File: src/inc/tccl_map.svh
// register offsets, field positions and reset values of the timer control
`ifndef TCCL_MAP_SVH
`define TCCL_MAP_SVH

`define TCCL_OFS_CONTROL    8'h00
`define TCCL_OFS_MODE       8'h04
`define TCCL_OFS_COUNT      8'h08
`define TCCL_OFS_CMP_A      8'h0c
`define TCCL_OFS_CMP_B      8'h10
`define TCCL_OFS_CMP_C      8'h14
`define TCCL_OFS_CMP_D      8'h18
`define TCCL_OFS_STATUS     8'h1c
`define TCCL_OFS_LAST       8'h1c
`define TCCL_IDX_CMP_A      3'h3

`define TCCL_BIT_CLEAR      7
`define TCCL_BIT_CKS_HI     6
`define TCCL_BIT_CKS_LO     4
`define TCCL_BIT_LEVEL_D    3
`define TCCL_BIT_LEVEL_C    2
`define TCCL_BIT_LEVEL_B    1
`define TCCL_BIT_RUN        7

`define TCCL_CONTROL_RESET  8'h00
`define TCCL_RUN_RESET      1'b0
`define TCCL_MODE_RSVD_ONES 8'h48
`define TCCL_COUNT_RESET    16'h0000
`define TCCL_CMP_RESET      16'hffff
`define TCCL_PIN_RESET      3'h0

`define TCCL_RESP_OKAY      2'h0
`define TCCL_RESP_DECERR    2'h3

`endif

File: src/inc/tccl_pkg.sv
// types shared by the timer control modules
package tccl_pkg;
    typedef logic [15:0] tccl_count_t;
    typedef logic [7:0]  tccl_addr_t;
    typedef enum logic [2:0]
    {
        TCCL_CKS_SYS  = 3'h0,
        TCCL_CKS_DIV2 = 3'h1,
        TCCL_CKS_DIV4 = 3'h2,
        TCCL_CKS_DIV8 = 3'h3,
        TCCL_CKS_EXT  = 3'h4
    } tccl_cks_t;
endpackage

File: src/inc/tccl_tick_if.sv
// carrier for clock selection and the resulting count tick
`timescale 1ns/100ps
interface tccl_tick_if;
    logic [2:0] clockSelect;
    logic       subclockMode;
    logic       countTick;
    modport gen  (input clockSelect, input subclockMode, output countTick);
    modport ctrl (output clockSelect, output subclockMode, input countTick);
endinterface

File: src/verilog/tccl_tick_gen.sv
// count tick source: prescaler, subclock and external event edges
`timescale 1ns/100ps
`include "tccl_map.svh"
module tccl_tick_gen
    import tccl_pkg::*;
(
    input  wire logic clk_sys,
    input  wire logic reset,
    input  wire logic externalEventInput,
    input  wire logic subclockInput,
    tccl_tick_if.gen  tick
);
    logic [2:0] extSync_r;
    logic [2:0] subSync_r;
    logic       extLevel_r;
    logic       subLevel_r;
    logic       extPrev_r;
    logic       subPrev_r;
    logic [2:0] divCnt_r;

    // a level only counts once the two later stages agree
    always_ff @(posedge clk_sys)
    begin
        if (reset)
        begin
            extSync_r  <= 3'h0;
            subSync_r  <= 3'h0;
            extLevel_r <= 1'b0;
            subLevel_r <= 1'b0;
            extPrev_r  <= 1'b0;
            subPrev_r  <= 1'b0;
        end
        else
        begin
            extSync_r <= {extSync_r[1:0], externalEventInput};
            subSync_r <= {subSync_r[1:0], subclockInput};
            if (extSync_r[1] == extSync_r[2])
                extLevel_r <= extSync_r[2];
            if (subSync_r[1] == subSync_r[2])
                subLevel_r <= subSync_r[2];
            extPrev_r <= extLevel_r;
            subPrev_r <= subLevel_r;
        end
    end

    // free-running prescaler, shared by all divided rates
    always_ff @(posedge clk_sys)
    begin
        if (reset)
            divCnt_r <= 3'h0;
        else
            divCnt_r <= divCnt_r + 3'h1;
    end

    wire extRise = extLevel_r & ~extPrev_r;
    wire subRise = subLevel_r & ~subPrev_r;
    wire [2:0] sel = tick.clockSelect;
    wire sysTick = tick.subclockMode ? subRise : 1'b1;            // RQ5
    wire [1:0] selLo = sel[1:0];
    wire divTick = (selLo == 2'(TCCL_CKS_SYS))  ? sysTick :       // RQ3
                   (selLo == 2'(TCCL_CKS_DIV2)) ? divCnt_r[0] :
                   (selLo == 2'(TCCL_CKS_DIV4)) ? &divCnt_r[1:0] :
                   &divCnt_r;
    assign tick.countTick = sel[2] ? extRise : divTick;           // RQ4
endmodule // tccl_tick_gen

File: src/verilog/tccl_top.sv
// timer clock select, clear-on-match and initial output level control
// Overview of operation
// RQ1: with the clear bit set, a channel A compare match zeroes the count.
// RQ2: with the clear bit low, the counter runs free and no match clears it.
// RQ3: clock select 000/001/010/011 counts clk, clk/2, clk/4, clk/8.
// RQ4: clock select 1xx counts rising edges of the external event input.
// RQ5: on the undivided clock in subclock mode, subclock edges are counted.
// RQ6: initial level bit 3 drives channel D until its first compare match.
// RQ7: initial level bit 2 drives channel C until its first compare match.
// RQ8: initial level bit 1 drives channel B until its first compare match.
// RQ9: the counter advances only while the run bit is 1, else it holds.
// RQ10: all control fields reset to zero.
//
// The address map and the AXI4-Lite slave port were chosen for this implementation.
`timescale 1ns/100ps
`include "tccl_map.svh"
module tccl_top
    import tccl_pkg::*;
(
    input  wire logic        clk_sys,
    input  wire logic        reset,
    input  wire logic [7:0]  awaddr,
    input  wire logic        awvalid,
    output logic             awready,
    input  wire logic [31:0] wdata,
    input  wire logic [3:0]  wstrb,
    input  wire logic        wvalid,
    output logic             wready,
    output logic [1:0]       bresp,
    output logic             bvalid,
    input  wire logic        bready,
    input  wire logic [7:0]  araddr,
    input  wire logic        arvalid,
    output logic             arready,
    output logic [31:0]      rdata,
    output logic [1:0]       rresp,
    output logic             rvalid,
    input  wire logic        rready,
    input  wire logic        externalEventInput,
    input  wire logic        subclockInput,
    input  wire logic        subclockMode,
    output logic             channelBPin,
    output logic             channelCPin,
    output logic             channelDPin
);
    tccl_tick_if tickIf ();

    logic        awHeld_r;
    logic        wHeld_r;
    logic        bvalid_r;
    logic [1:0]  bresp_r;
    tccl_addr_t  waddr_r;
    logic [31:0] wdata_r;
    logic [3:0]  wstrb_r;
    logic        rvalid_r;
    logic [1:0]  rresp_r;
    logic [31:0] rdata_r;
    logic [7:0]  control_r;
    logic [7:0]  control_nxt;
    logic        counterRun_r;
    tccl_count_t count_r;
    tccl_count_t count_nxt;
    tccl_count_t cmp_r [4];
    logic [2:0]  pin_r;
    logic [2:0]  pin_nxt;
    logic [3:0]  wrCmp;
    logic [3:0]  matchEv;

    function automatic logic addrMapped(input tccl_addr_t a);
        addrMapped = (a[1:0] == 2'h0) && (a <= `TCCL_OFS_LAST);
    endfunction

    function automatic tccl_count_t merge16(input tccl_count_t old,
                                            input logic [31:0] d,
                                            input logic [3:0] s);
        merge16 = {s[1] ? d[15:8] : old[15:8], s[0] ? d[7:0] : old[7:0]};
    endfunction

    tccl_tick_gen u_tickGen
    (
        .clk_sys            (clk_sys),
        .reset              (reset),
        .externalEventInput (externalEventInput),
        .subclockInput      (subclockInput),
        .tick               (tickIf.gen)
    );

    assign tickIf.clockSelect  = control_r[`TCCL_BIT_CKS_HI:`TCCL_BIT_CKS_LO];
    assign tickIf.subclockMode = subclockMode;

    // write channel: address and data are held until both are in
    assign awready = ~awHeld_r & ~bvalid_r;
    assign wready  = ~wHeld_r & ~bvalid_r;
    assign bvalid  = bvalid_r;
    assign bresp   = bresp_r;
    wire doWrite   = awHeld_r & wHeld_r & ~bvalid_r;

    always_ff @(posedge clk_sys)
    begin
        if (reset)
        begin
            awHeld_r <= 1'b0;
            wHeld_r  <= 1'b0;
            bvalid_r <= 1'b0;
            bresp_r  <= `TCCL_RESP_OKAY;
            waddr_r  <= 8'h00;
            wdata_r  <= 32'h00000000;
            wstrb_r  <= 4'h0;
        end
        else
        begin
            if (awvalid & awready)
            begin
                awHeld_r <= 1'b1;
                waddr_r  <= awaddr;
            end
            else if (doWrite)
                awHeld_r <= 1'b0;
            if (wvalid & wready)
            begin
                wHeld_r <= 1'b1;
                wdata_r <= wdata;
                wstrb_r <= wstrb;
            end
            else if (doWrite)
                wHeld_r <= 1'b0;
            if (doWrite)
            begin
                bvalid_r <= 1'b1;
                bresp_r  <= addrMapped(waddr_r) ? `TCCL_RESP_OKAY
                                                : `TCCL_RESP_DECERR;
            end
            else if (bready)
                bvalid_r <= 1'b0;
        end
    end

    wire wrLow     = doWrite & wstrb_r[0];
    wire wrControl = wrLow & (waddr_r == `TCCL_OFS_CONTROL);
    wire wrMode    = wrLow & (waddr_r == `TCCL_OFS_MODE);
    wire wrCount   = doWrite & (|wstrb_r[1:0])
                   & (waddr_r == `TCCL_OFS_COUNT);

    // bit 0 of control has no function and stays zero
    assign control_nxt = wrControl ? {wdata_r[7:1], 1'b0} : control_r;

    always_ff @(posedge clk_sys)
    begin
        if (reset)
        begin
            control_r    <= `TCCL_CONTROL_RESET;                  // RQ10
            counterRun_r <= `TCCL_RUN_RESET;
        end
        else
        begin
            control_r <= control_nxt;
            if (wrMode)
                counterRun_r <= wdata_r[`TCCL_BIT_RUN];
        end
    end

    genvar g;
    for (g = 0; g < 4; g++)
    begin : gCmp
        assign wrCmp[g] = doWrite & (|wstrb_r[1:0]) & (waddr_r[7:5] == 3'h0)
                        & (waddr_r[1:0] == 2'h0)
                        & (waddr_r[4:2] == 3'(`TCCL_IDX_CMP_A + 3'(g)));
        assign matchEv[g] = counterRun_r & tickIf.countTick
                          & (count_r == cmp_r[g]);
        always_ff @(posedge clk_sys)
        begin
            if (reset)
                cmp_r[g] <= `TCCL_CMP_RESET;
            else if (wrCmp[g])
                cmp_r[g] <= merge16(cmp_r[g], wdata_r, wstrb_r);
        end
    end

    // software write wins over counting; clear wins over increment
    wire clearNow = control_r[`TCCL_BIT_CLEAR] & matchEv[0];      // RQ1 RQ2
    wire countEn  = counterRun_r & tickIf.countTick;              // RQ9
    assign count_nxt = wrCount  ? merge16(count_r, wdata_r, wstrb_r) :
                       clearNow ? `TCCL_COUNT_RESET :
                       countEn  ? count_r + 16'h0001 :
                       count_r;

    always_ff @(posedge clk_sys)
    begin
        if (reset)
            count_r <= `TCCL_COUNT_RESET;
        else
            count_r <= count_nxt;
    end

    // a control write sets the levels; later matches toggle them
    for (g = 0; g < 3; g++)
    begin : gPin
        assign pin_nxt[g] = wrControl      ? wdata_r[`TCCL_BIT_LEVEL_B + g] :
                            matchEv[g + 1] ? ~pin_r[g] :
                            pin_r[g];                             // RQ6 RQ7 RQ8
    end

    always_ff @(posedge clk_sys)
    begin
        if (reset)
            pin_r <= `TCCL_PIN_RESET;                             // RQ10
        else
            pin_r <= pin_nxt;
    end

    assign channelBPin = pin_r[0];
    assign channelCPin = pin_r[1];
    assign channelDPin = pin_r[2];

    // read channel: one read in flight, answered one cycle later
    wire [31:0] rdValue =
        (araddr == `TCCL_OFS_CONTROL) ? {24'h000000, control_r} :
        (araddr == `TCCL_OFS_MODE)    ? {24'h000000,
            `TCCL_MODE_RSVD_ONES | {counterRun_r, 7'h00}} :
        (araddr == `TCCL_OFS_COUNT)   ? {16'h0000, count_r} :
        (araddr == `TCCL_OFS_CMP_A)   ? {16'h0000, cmp_r[0]} :
        (araddr == `TCCL_OFS_CMP_B)   ? {16'h0000, cmp_r[1]} :
        (araddr == `TCCL_OFS_CMP_C)   ? {16'h0000, cmp_r[2]} :
        (araddr == `TCCL_OFS_CMP_D)   ? {16'h0000, cmp_r[3]} :
        (araddr == `TCCL_OFS_STATUS)  ? {29'h0, pin_r} :
        32'h00000000;

    assign arready = ~rvalid_r;
    assign rvalid  = rvalid_r;
    assign rdata   = rdata_r;
    assign rresp   = rresp_r;

    always_ff @(posedge clk_sys)
    begin
        if (reset)
        begin
            rvalid_r <= 1'b0;
            rdata_r  <= 32'h00000000;
            rresp_r  <= `TCCL_RESP_OKAY;
        end
        else if (arvalid & arready)
        begin
            rvalid_r <= 1'b1;
            rdata_r  <= rdValue;
            rresp_r  <= addrMapped(araddr) ? `TCCL_RESP_OKAY
                                           : `TCCL_RESP_DECERR;
        end
        else if (rready)
            rvalid_r <= 1'b0;
    end

    wire tick = tickIf.countTick;
endmodule // tccl_top

File: config.mk
export PLATFORM = sky130hd
export DESIGN_NAME = tccl_top
export DESIGN_NICKNAME = d
export VERILOG_FILES = /design/src/inc/tccl_pkg.sv /design/src/inc/tccl_tick_if.sv /design/src/verilog/tccl_tick_gen.sv /design/src/verilog/tccl_top.sv
export VERILOG_INCLUDE_DIRS = /design/src /design/src/inc
export SDC_FILE = /design/constraint.sdc
export NUM_CORES = 1
export LEC_CHECK = 0
export ABC_AREA = 1
export BUFFER_PORTS_ARGS = -buffer_cell sky130_fd_sc_hd__buf_2
export CAP_MARGIN = 15
export CORE_MARGIN = 2
export CORE_UTILIZATION = 40
export DETAILED_ROUTE_END_ITERATION = 7
export SETUP_SLACK_MARGIN = 0.5
export SYNTH_ARGS = -nofsm -noshare
export SYNTH_HDL_FRONTEND = slang
export SYNTH_SLANG_ARGS = --single-unit
export TNS_END_PERCENT = 50
File: constraint.sdc
create_clock -name clk_sys -period 2.52 [get_ports clk_sys]
set_input_delay 0.252 -clock clk_sys [delete_from_list [all_inputs] [get_ports clk_sys]]
set_output_delay 0.252 -clock clk_sys [all_outputs]
set_load 0.1 [all_outputs]
==> results of run 1 <==
[cells by family (layout without fill, tap and decap cells)]
kind of cell               after synthesis  after routing
xor gates and xnor gates                52             52
and+or+nand+nor                        460            460
AOI/OAI and AO/OA                      187            188
DFF                                    152            152
other                                    1             16
adders and majority gates                3              3
buffers and inverters                  190            264
[registers in the layout, summed over array words and instances (netlist names), 2 cells and up]
| register | flops |
|---|---|
| cmp_r | 64 |
| control_r | 7 |
| count_r | 16 |
| pin_r | 3 |
| rdata | 16 |
| u_tickGen.divCnt_r | 3 |
| u_tickGen.extSync_r | 3 |
| u_tickGen.subSync_r | 3 |
| waddr_r | 8 |
| wdata_r | 16 |
| wstrb_r | 2 |
[power groups by stage]
| stage | clock, mW | combinational [mW] | sequential, mW |
|---|---|---|---|
| after floorplan | 0 | 0.401 | 2.78 |
| after global placement | 0 | 0.592 | 2.71 |
| after detailed placement | 0 | 0.594 | 2.72 |
| after CTS | 2.48 | 0.624 | 2.66 |
| after global routing | 2.56 | 0.676 | 2.67 |
| final | 2.42 | 0.629 | 2.67 |
[stage by stage]
stage | instance area (sq um) | std cells | hold slack (ns)
floorplan | 8100 | 1060 | 0.359
global placement | 8590 | 1357 | 0.389
detailed placement | 8590 | 1357 | 0.395
CTS | 9320 | 1395 | 0.00189
global route | 9390 | 1400 | 0.0218
finish | 9390 | 1400 | 0.0242
[worst max path at each step]
stage                    to
6_report        count_r[14]
4_1_cts         cmp_r[2][6]
2_1_floorplan  cmp_r[2][10]
3_5_place_dp    cmp_r[1][9]
5_1_grt            pin_r[2]
3_3_place_gp   cmp_r[1][11]
[cell type report]
cell class	instances	area (sq um)
Timing Repair Buffer	108	712
Sequential cell	152	3700
Inverter	124	477
Clock inverter	13	105
Clock buffer	19	453
Tap cell	265	332
Multi-Input combinational cell	719	3610
Fill cell	1948	10100
[placed cells by master (no fill, tap or decap), types with 7 or more instances in the layout]
cell	n
a21oi_1	100
edfxtp_1	64
nand3_1	57
nor2_1	71
o21ai_4	8
clkbuf_16	17
nor3_1	17
conb_1	16
a21oi_2	14
inv_1	113
nand2_1	283
o21ai_0	54
buf_4	30
dfxtp_1	80
xnor2_1	30
xor2_1	22
inv_2	7
nand4_1	10
buf_2	71
[routing by layer]
metal	wire length (um)	track usage
met5	0	0
met4	389	0.0534
met3	1420	0.0486
met2	10100	0.337
met1	10400	0.294
[repair_timing]
action                     CTS  global route
cloned                       0             1
pin swaps                    6             0
setup buffers                6             4
setup endpoints to repair   48           134
gates resized for setup      7            12
[worst max-delay path: cells and delay by family, from the launching register on]
family | cells | cell delay (ns)
AO/OA/AOI/OAI | 1 | 0.14
XOR/XNOR | 1 | 0.15
adder cells (fa/ha/maj) | 1 | 0.26
flip-flops | 1 | 0.59
AND/OR/NAND/NOR | 4 | 0.76
==> run_results.csv, run 1 <==
group,metric,value,unit
run_status,status,"finished clean",
grt,antenna_found_initial,0,
setup_path,cp-start-kind,"flop",
setup_path,max_stage_delay,0.59,ns
cts,cts.root.buffer_cell,"clkbuf_16",
setup_path,required,2.88,ns
timing,fin_setup_tns,0,ns
hold_path,hp-class,"in2reg",
hold_path,min_from,"subclockInput",
logic_synthesis,synth_flop_cell,"dfxtp_1",
logic_synthesis,ys_warn_count,0,
routing,ant_nets,0,
layout,drive_gt1_frac,0.174,
logic_synthesis,synth_edf_count,64,
logic_synthesis,yosys.area_share.simple,0.242,
logic_synthesis,synth_compound_area_frac,0.128,
floorplan,die_x,145,um
cts,cts_htree_levels,4,
setup_path,crit_path_frequent_cell,"nand3_1",
floorplan,coreArea,0.0195,sq mm
setup_path,r2r-end,"count_r[14]",
logic_synthesis,async_reset_ff_frac,0,
logic_synthesis,synth-adder-area-share,0.00470,
grt,grt_pass1_wl,35.2,mm
cts,cts_tree,"yes",
routing,drt-pass1-iter-count,5,
layout,area_growth_syn_to_layout,17.5,%
grt,grt_usage,0.212,
pwr,p_int,4.09,mW
routing,post-route-drc-count,0,
floorplan,die_h,145,um
logic_synthesis,syn-instance-count,1045,
hold_path,holdPathStages,3,
setup_path,reg2reg_from,"count_r[0]",
setup_path,cp-startpoint,"count_r[0]",
logic_synthesis,muxShareOfSynthArea,0,
hold_path,hold_end,"u_tickGen.subSync_r[0]",
cts,path_clk_slew,0.07,ns
logic_synthesis,synthXorXnorAreaFrac,0.0570,
logic_synthesis,synth.top_cell.area_share,0.241,
timing,slew-limit-headroom,0.415,
pwr,seqPwrFrac,0.466,
timing,period_needed,1.98,ns
layout,nNetsFinal,1187,
pwr,p_sw,1.62,mW
logic_synthesis,synth_top_area_cell,"edfxtp_1",
cts,cts_hold_buf,0,
logic_synthesis,ys_top_cells_by_area,"edfxtp_1 24%, dfxtp_1 22%, nand2_1 13%",
logic_synthesis,postSynthRegisterBits,152,
cts,clock_latency,0.43,ns
floorplan,initial_core_util,0.409,
setup_path,arrival,2.34,ns
place,gp_congestion,0.891,
setup_path,end_kind,"flop",
timing,slew_violations,0,
setup_path,r2r_setup_slack,0.54,ns
cts,cts_buffers,17,
timing,tightest_slew,0.875,ns
routing,wl_per_cell,16.0,um
setup_path,path_cells,"ha_1 > nand3_1 > nor3_1 > nand3_1 > xor2_1 > nand3_1 > a21oi_2",
cts,cts.sinks,152,
timing,fmax,0.504,GHz
pwr,finalPower,5.72,mW
layout,antennaDiodeCount,0,
job,maxCapViolCount,0,
routing,routed_wl,22.3,mm
timing,setup_slack,0.535,ns
setup_path,crit_path_max_fanout,7,
timing,setup_viol,0,
timing,finClkSkew,0.00926,ns
pwr,switching_share,0.284,
place,io_buffers,71,
routing,num_vias,6869,
place,hpwl,16.3,mm
grt,grt_overflow,0,
pwr,power_density,609,mW/mm^2
cts,cts_max_path_buffers,2,
routing,first_iter_violations,505,
floorplan,die_area,0.0211,sq mm
place,dp_slack,0.294,ns
timing,rsz0062_at_grt,"true",
pwr,clock_power_share,0.424,
grt,grt_pass1_vias,6520,
routing,avgViaCountPerCell,4.91,
pwr,combPwrFrac,0.110,
timing,hold_viol,0,
logic_synthesis,yosysSeqAreaShare,0.461,
logic_synthesis,synth_commonest_cells,"285 x nand2_1, 118 x inv_1, 100 x a21oi_1",
layout,post-route-util,0.481,
floorplan,io_pins,106,
logic_synthesis,synth_area_per_cell,7.65,sq um
floorplan,row_count,51,
logic_synthesis,synth.most_common_cell,"nand2_1",
grt,grt_max_degree,60,
setup_path,reg2reg_depth,7,
logic_synthesis,synth_area,0.00799,sq mm
setup_path,crit_type,"reg2reg",
logic_synthesis,synth_top_family_by_area,"simple AND/OR/NAND/NOR gates",
setup_path,slowest_stage,"dfxtp_1",
pwr,power_leakage,3.83,nW
timing,fin_crit_sh,0.788,
pwr,irDropWorstVdd,373,uV
logic_synthesis,synth.distinct_cells,38,
Note: power is estimated with default switching activity, not from simulation.
==> inputs of run 2 (changes only) <==
==> constraint.sdc (replaced) <==
create_clock -name clk_sys -period 1.6 [get_ports clk_sys]
set_input_delay 0.16 -clock clk_sys [delete_from_list [all_inputs] [get_ports clk_sys]]
set_output_delay 0.16 -clock clk_sys [all_outputs]
set_load 0.1 [all_outputs]
==> run 2 against run 1 <==
  * The flow now finishes with violations (negative setup slack)
  * Hold slack got worse by 0.020 ns
  * Critical endpoint is now cmp_r[2][1]
  * Setup slack got worse by 0.72 ns
  * Global-route usage rose by 3.2 points
==> run_results.csv, run 2 (synthesized netlist as in run 1, its figures left out) <==
group,metric,value,unit
setup_path,cp-start-kind,"flop",
layout,stdcell_count,1536,
routing,drt-pass1-iter-count,5,
pwr,clock_power_share,0.430,
run_status,status,"complete, but fails checks",
setup_path,path_buf_inv,5,
timing,setup_slack,-0.189,ns
cts,clock_latency,0.44,ns
timing,setup_viol,144,
setup_path,path_cells,"nand2_2 > nor2_4 > inv_2 > a21oi_4 > nand3_2 > inv_2 > nand3_4 > nor2_4 > buf_4 > buf_4 > buf_8 > nand2_1",
pwr,power_leakage,4.72,nW
pwr,p_int,7.00,mW
grt,grt_usage,0.244,
timing,hold_viol,0,
place,io_buffers,71,
setup_path,crit_type,"reg2reg",
place,dp_slack,-0.217,ns
routing,routed_wl,26.5,mm
pwr,combPwrFrac,0.144,
setup_path,path_delay_family,"simple AND/OR/NAND/NOR gates",
routing,post-route-drc-count,0,
layout,antennaDiodeCount,0,
cts,cts.root.buffer_cell,"clkbuf_16",
floorplan,coreArea,0.0195,sq mm
pwr,power_density,838,mW/mm^2
grt,grt_pass1_vias,7315,
place,numPlacedInstances,1452,
routing,ant_nets,0,
timing,fin_crit_sh,1.12,
grt,grt_overflow,0,
floorplan,io_pins,106,
routing,num_vias,7771,
timing,slew-limit-headroom,0.649,
timing,fmax,0.559,GHz
cts,cts_htree_levels,4,
setup_path,end_kind,"flop",
timing,period_needed,1.79,ns
timing,finClkSkew,0.00915,ns
routing,first_iter_violations,777,
floorplan,row_count,51,
timing,tightest_slew,0.527,ns
setup_path,required,1.77,ns
hold_path,hp-class,"in2reg",
grt,grt_max_degree,60,
cts,cts_tree,"yes",
layout,drive_gt1_frac,0.357,
setup_path,slowest_stage,"dfxtp_2",
layout,layout.cells.most_common_list,"254 x nand2_1, 114 x buf_4, 103 x inv_1, 65 x a21oi_1, 64 x edfxtp_1",
setup_path,crit_path_max_fanout,8,
layout,seqCellArea,0.00372,sq mm
cts,cts_max_path_buffers,2,
cts,cts.sinks,152,
layout,final_common_cell,"nand2_1",
pwr,switching_share,0.292,
job,maxCapViolCount,0,
pwr,p_sw,2.89,mW
layout,area_growth_syn_to_layout,47.7,%
grt,antenna_found_initial,0,
setup_path,max_stage_delay,0.34,ns
timing,timing.hold.ws,0.00388,ns
layout,multiInputGateArea,0.00426,sq mm
setup_path,arrival,1.96,ns
layout,fill_cells,1701,
pwr,seqPwrFrac,0.425,
grt,grt_pass1_wl,40.2,mm
layout,post-route-util,0.605,
routing,avgViaCountPerCell,5.06,
run_status,violations,"negative setup slack",
floorplan,initial_core_util,0.409,
place,hpwl,18.1,mm
cts,cts_buffers,17,
floorplan,die_area,0.0211,sq mm
routing,wl_per_cell,17.3,um
layout,nNetsFinal,1323,
setup_path,r2r_setup_slack,-0.19,ns
layout,largest_reg_flops,64,
timing,slew_violations,0,
pwr,irDropWorstVdd,749,uV
place,gp_congestion,0.932,
cts,path_clk_slew,0.07,ns
layout,regMostFlops,"cmp_r",
timing,rsz0062_at_grt,"true",
floorplan,die_h,145,um
floorplan,die_x,145,um
==> run 2: metrics by stage <==
step / power (mW) / TNS (ns) / cell area (sq um)
finish: 9.89 / -18.17 / 11800
global route: 10.2 / -31.66 / 11800
CTS: 9.72 / -13.82 / 11000
detailed placement: 5.40 / -18.51 / 9550
global placement: 5.39 / -15.10 / 9550
floorplan: 5.09 / -22.28 / 8310
==> run 2: repair_timing <==
| action | CTS | global route |
|---|---|---|
| buffers inserted | 19 | 7 |
| hold endpoints to repair | 18 | 0 |
| gates cloned | 6 | 2 |
| setup endpoints to repair | 226 | 229 |
| pin swaps | 46 | 52 |
| resized for setup | 105 | 243 |
| hold buffers | 18 | 0 |
==> run 2: worst min-delay path, delay by kind of cell <==
family                 cells  cell delay, ns
buffers and inverters      1            0.07
AOI/OAI and AO/OA          2            0.17
==> run 2: per-layer routing <==
layer | up-vias | wire length, um | global-route usage
li1 | 3783 | - | -
met1 | 3624 | 11500 | 0.330
met2 | 316 | 12600 | 0.401
met3 | 48 | 1860 | 0.0476
met4 | 0 | 620 | 0.0686
met5 | - | 0 | 0
==> run 2: layout make-up <==
type / count / share of cell area
multi-input combinational: 721 / 0.361
inverter: 124 / 0.0408
timing repair inverter: 1 / 0.000636
timing repair buffer: 241 / 0.202
sequential: 152 / 0.316
tap: 265 / 0.0281
clock buffer: 19 / 0.0403
clock inverter: 13 / 0.0121
==> run 2: power groups by stage <==
stage               logic, mW  registers (mW)  clock network [mW]
floorplan               0.709            4.38                   0
global route             1.50            4.22                4.45
finish                   1.43            4.21                4.25
CTS                      1.26            4.19                4.27
global placement         1.12            4.27                   0
detailed placement       1.13            4.27                   0
==> run 2: path summary, 6_finish.rpt <==
check | start | endpoint | depth (start not counted)
max | awHeld_r | cmp_r[2][1] | 12
min | wdata[11] | wdata_r[11] | 3
max reg2reg | awHeld_r | cmp_r[2][1] | 12
min reg2reg | u_tickGen.subSync_r[0] | u_tickGen.subSync_r[1] | 2
==> inputs of run 3 (changes only) <==
==> constraint.sdc (replaced) <==
create_clock -name clk_sys -period 2.15 [get_ports clk_sys]
set_input_delay 0.215 -clock clk_sys [delete_from_list [all_inputs] [get_ports clk_sys]]
set_output_delay 0.215 -clock clk_sys [all_outputs]
set_load 0.1 [all_outputs]
==> run 3 against run 2 <==
  * The run now ends clean
  * Utilization down 8.6 points
  * Wire length fell by 10%
  * Highest routed layer unchanged
  * Largest cell class unchanged
  * Largest power group is now sequential cells
  * Clock skew rose by 0.0017 ns
  * Cell count decreased by 6.4%
==> run_results.csv, run 3 (synthesized netlist as in run 1, its figures left out) <==
group,metric,value,unit
run_status,status,"finished clean",
layout,regMostFlops,"cmp_r",
floorplan,coreArea,0.0195,sq mm
pwr,irDropWorstVdd,580,uV
setup_path,arrival,1.90,ns
pwr,finalPower,6.94,mW
timing,fin_crit_sh,0.847,
layout,drive_gt1_frac,0.246,
grt,grt_overflow,0,
setup_path,end_kind,"flop",
setup_path,slowest_stage,"nor4_1",
grt,grt_max_degree,60,
place,dp_slack,0.135,ns
setup_path,path_delay_family,"simple AND/OR/NAND/NOR gates",
floorplan,io_pins,106,
setup_path,max_stage_delay,0.49,ns
floorplan,die_h,145,um
layout,seqCellArea,0.00371,sq mm
layout,multiInputGateArea,0.00389,sq mm
cts,cts_buffers,17,
setup_path,path_cells,"nor4_1 > nand3_1 > nand2_1",
cts,cts.sinks,152,
layout,stdcell_count,1437,
timing,fin_setup_tns,0,ns
routing,post-route-drc-count,0,
layout,layout.cells.most_common_list,"269 x nand2_1, 107 x inv_1, 90 x a21oi_1, 75 x dfxtp_1, 71 x buf_2",
place,gp_congestion,0.901,
cts,path_clk_slew,0.07,ns
layout,nNetsFinal,1224,
grt,antenna_found_initial,0,
cts,cts_htree_levels,4,
grt,grt_usage,0.225,
setup_path,crit_path_max_fanout,8,
routing,ant_nets,0,
cts,cts.root.buffer_cell,"clkbuf_16",
floorplan,row_count,51,
routing,wl_per_cell,16.6,um
cts,cts_max_path_buffers,2,
floorplan,die_area,0.0211,sq mm
layout,final_common_cell,"nand2_1",
pwr,power_density,685,mW/mm^2
layout,area_growth_syn_to_layout,26.8,%
layout,finalInstanceArea,0.0101,sq mm
pwr,power_leakage,4.10,nW
layout,largest_reg_flops,64,
place,hpwl,16.9,mm
timing,fmax,0.549,GHz
setup_path,crit_type,"reg2reg",
timing,slew-limit-headroom,0.600,
place,numPlacedInstances,1379,
cts,cts_tree,"yes",
setup_path,path_buf_inv,0,
timing,finClkSkew,0.0109,ns
floorplan,die_x,145,um
timing,tightest_slew,0.596,ns
routing,num_vias,7144,
routing,avgViaCountPerCell,4.97,
routing,routed_wl,23.8,mm
grt,grt_pass1_vias,6702,
grt,grt_pass1_wl,36.9,mm
layout,post-route-util,0.519,
setup_path,cp-start-kind,"flop",
job,maxCapViolCount,0,
hold_path,hp-class,"in2reg",
timing,hold_viol,0,
timing,slew_violations,0,
place,placed_cell_area,0.00885,sq mm
layout,antennaDiodeCount,0,
place,io_buffers,71,
routing,first_iter_violations,579,
timing,setup_slack,0.329,ns
timing,setup_viol,0,
setup_path,required,2.23,ns
layout,fill_cells,1868,
floorplan,initial_core_util,0.409,
timing,period_needed,1.82,ns
routing,drt-pass1-iter-count,5,
timing,timing.hold.ws,0.0156,ns
cts,clock_latency,0.44,ns
timing,rsz0062_at_grt,"true",
## run 3: layout make-up
type                       instances  share of cell area
tap                              265              0.0327
multi-input combinational        719               0.384
inverter                         124              0.0475
clock inverter                    15              0.0162
timing repair buffer             145               0.112
clock buffer                      17              0.0420
sequential                       152               0.366
## run 3: worst paths after layout
| path | startpoint | to | slack (ns) | depth (start not counted) |
|---|---|---|---|---|
| worst min-delay path | bready | bvalid | 0.02 | 4 |
| worst max-delay path | waddr_r[4] | cmp_r[0][10] | 0.33 | 3 |
| worst max register to register | waddr_r[4] | cmp_r[0][10] | 0.33 | 3 |
| worst min register to register | u_tickGen.extSync_r[0] | u_tickGen.extSync_r[1] | 0.40 | 2 |
## run 3: worst reg2reg max path, stage by stage, from the launching register on
cell and delay, ns:
dfxtp_1 0.36, nor4_1 0.49, nand3_1 0.20, nand2_1 0.41
## run 3: metal layers
| layer | part of all wire | wire (um) | GRT usage | up-vias |
|---|---|---|---|---|
| met5 | 0 | 0 | 0 | - |
| met4 | 0.023 | 556 | 0.0819 | 0 |
| met3 | 0.072 | 1720 | 0.0386 | 39 |
| met2 | 0.45 | 10700 | 0.353 | 270 |
| met1 | 0.45 | 10800 | 0.314 | 3264 |
| li1 | - | - | - | 3571 |
## run 3: power by group
part           leakage (nW)  internal [mW]  total (mW)  switching (mW)
Sequential             1.16           3.07        3.13          0.0638
Combinational          2.64          0.191       0.799           0.607
Clock                 0.293           1.58        3.01            1.44
## run 3: repair_timing
| action | in CTS | in global routing |
|---|---|---|
| hold buffers | 2 | 0 |
| setup endpoints to repair | 154 | 156 |
| hold endpoints to repair | 2 | 0 |
| pin swaps | 22 | 22 |
| gates cloned | 3 | 0 |
| setup buffers | 19 | 2 |
| resized for setup | 65 | 33 |
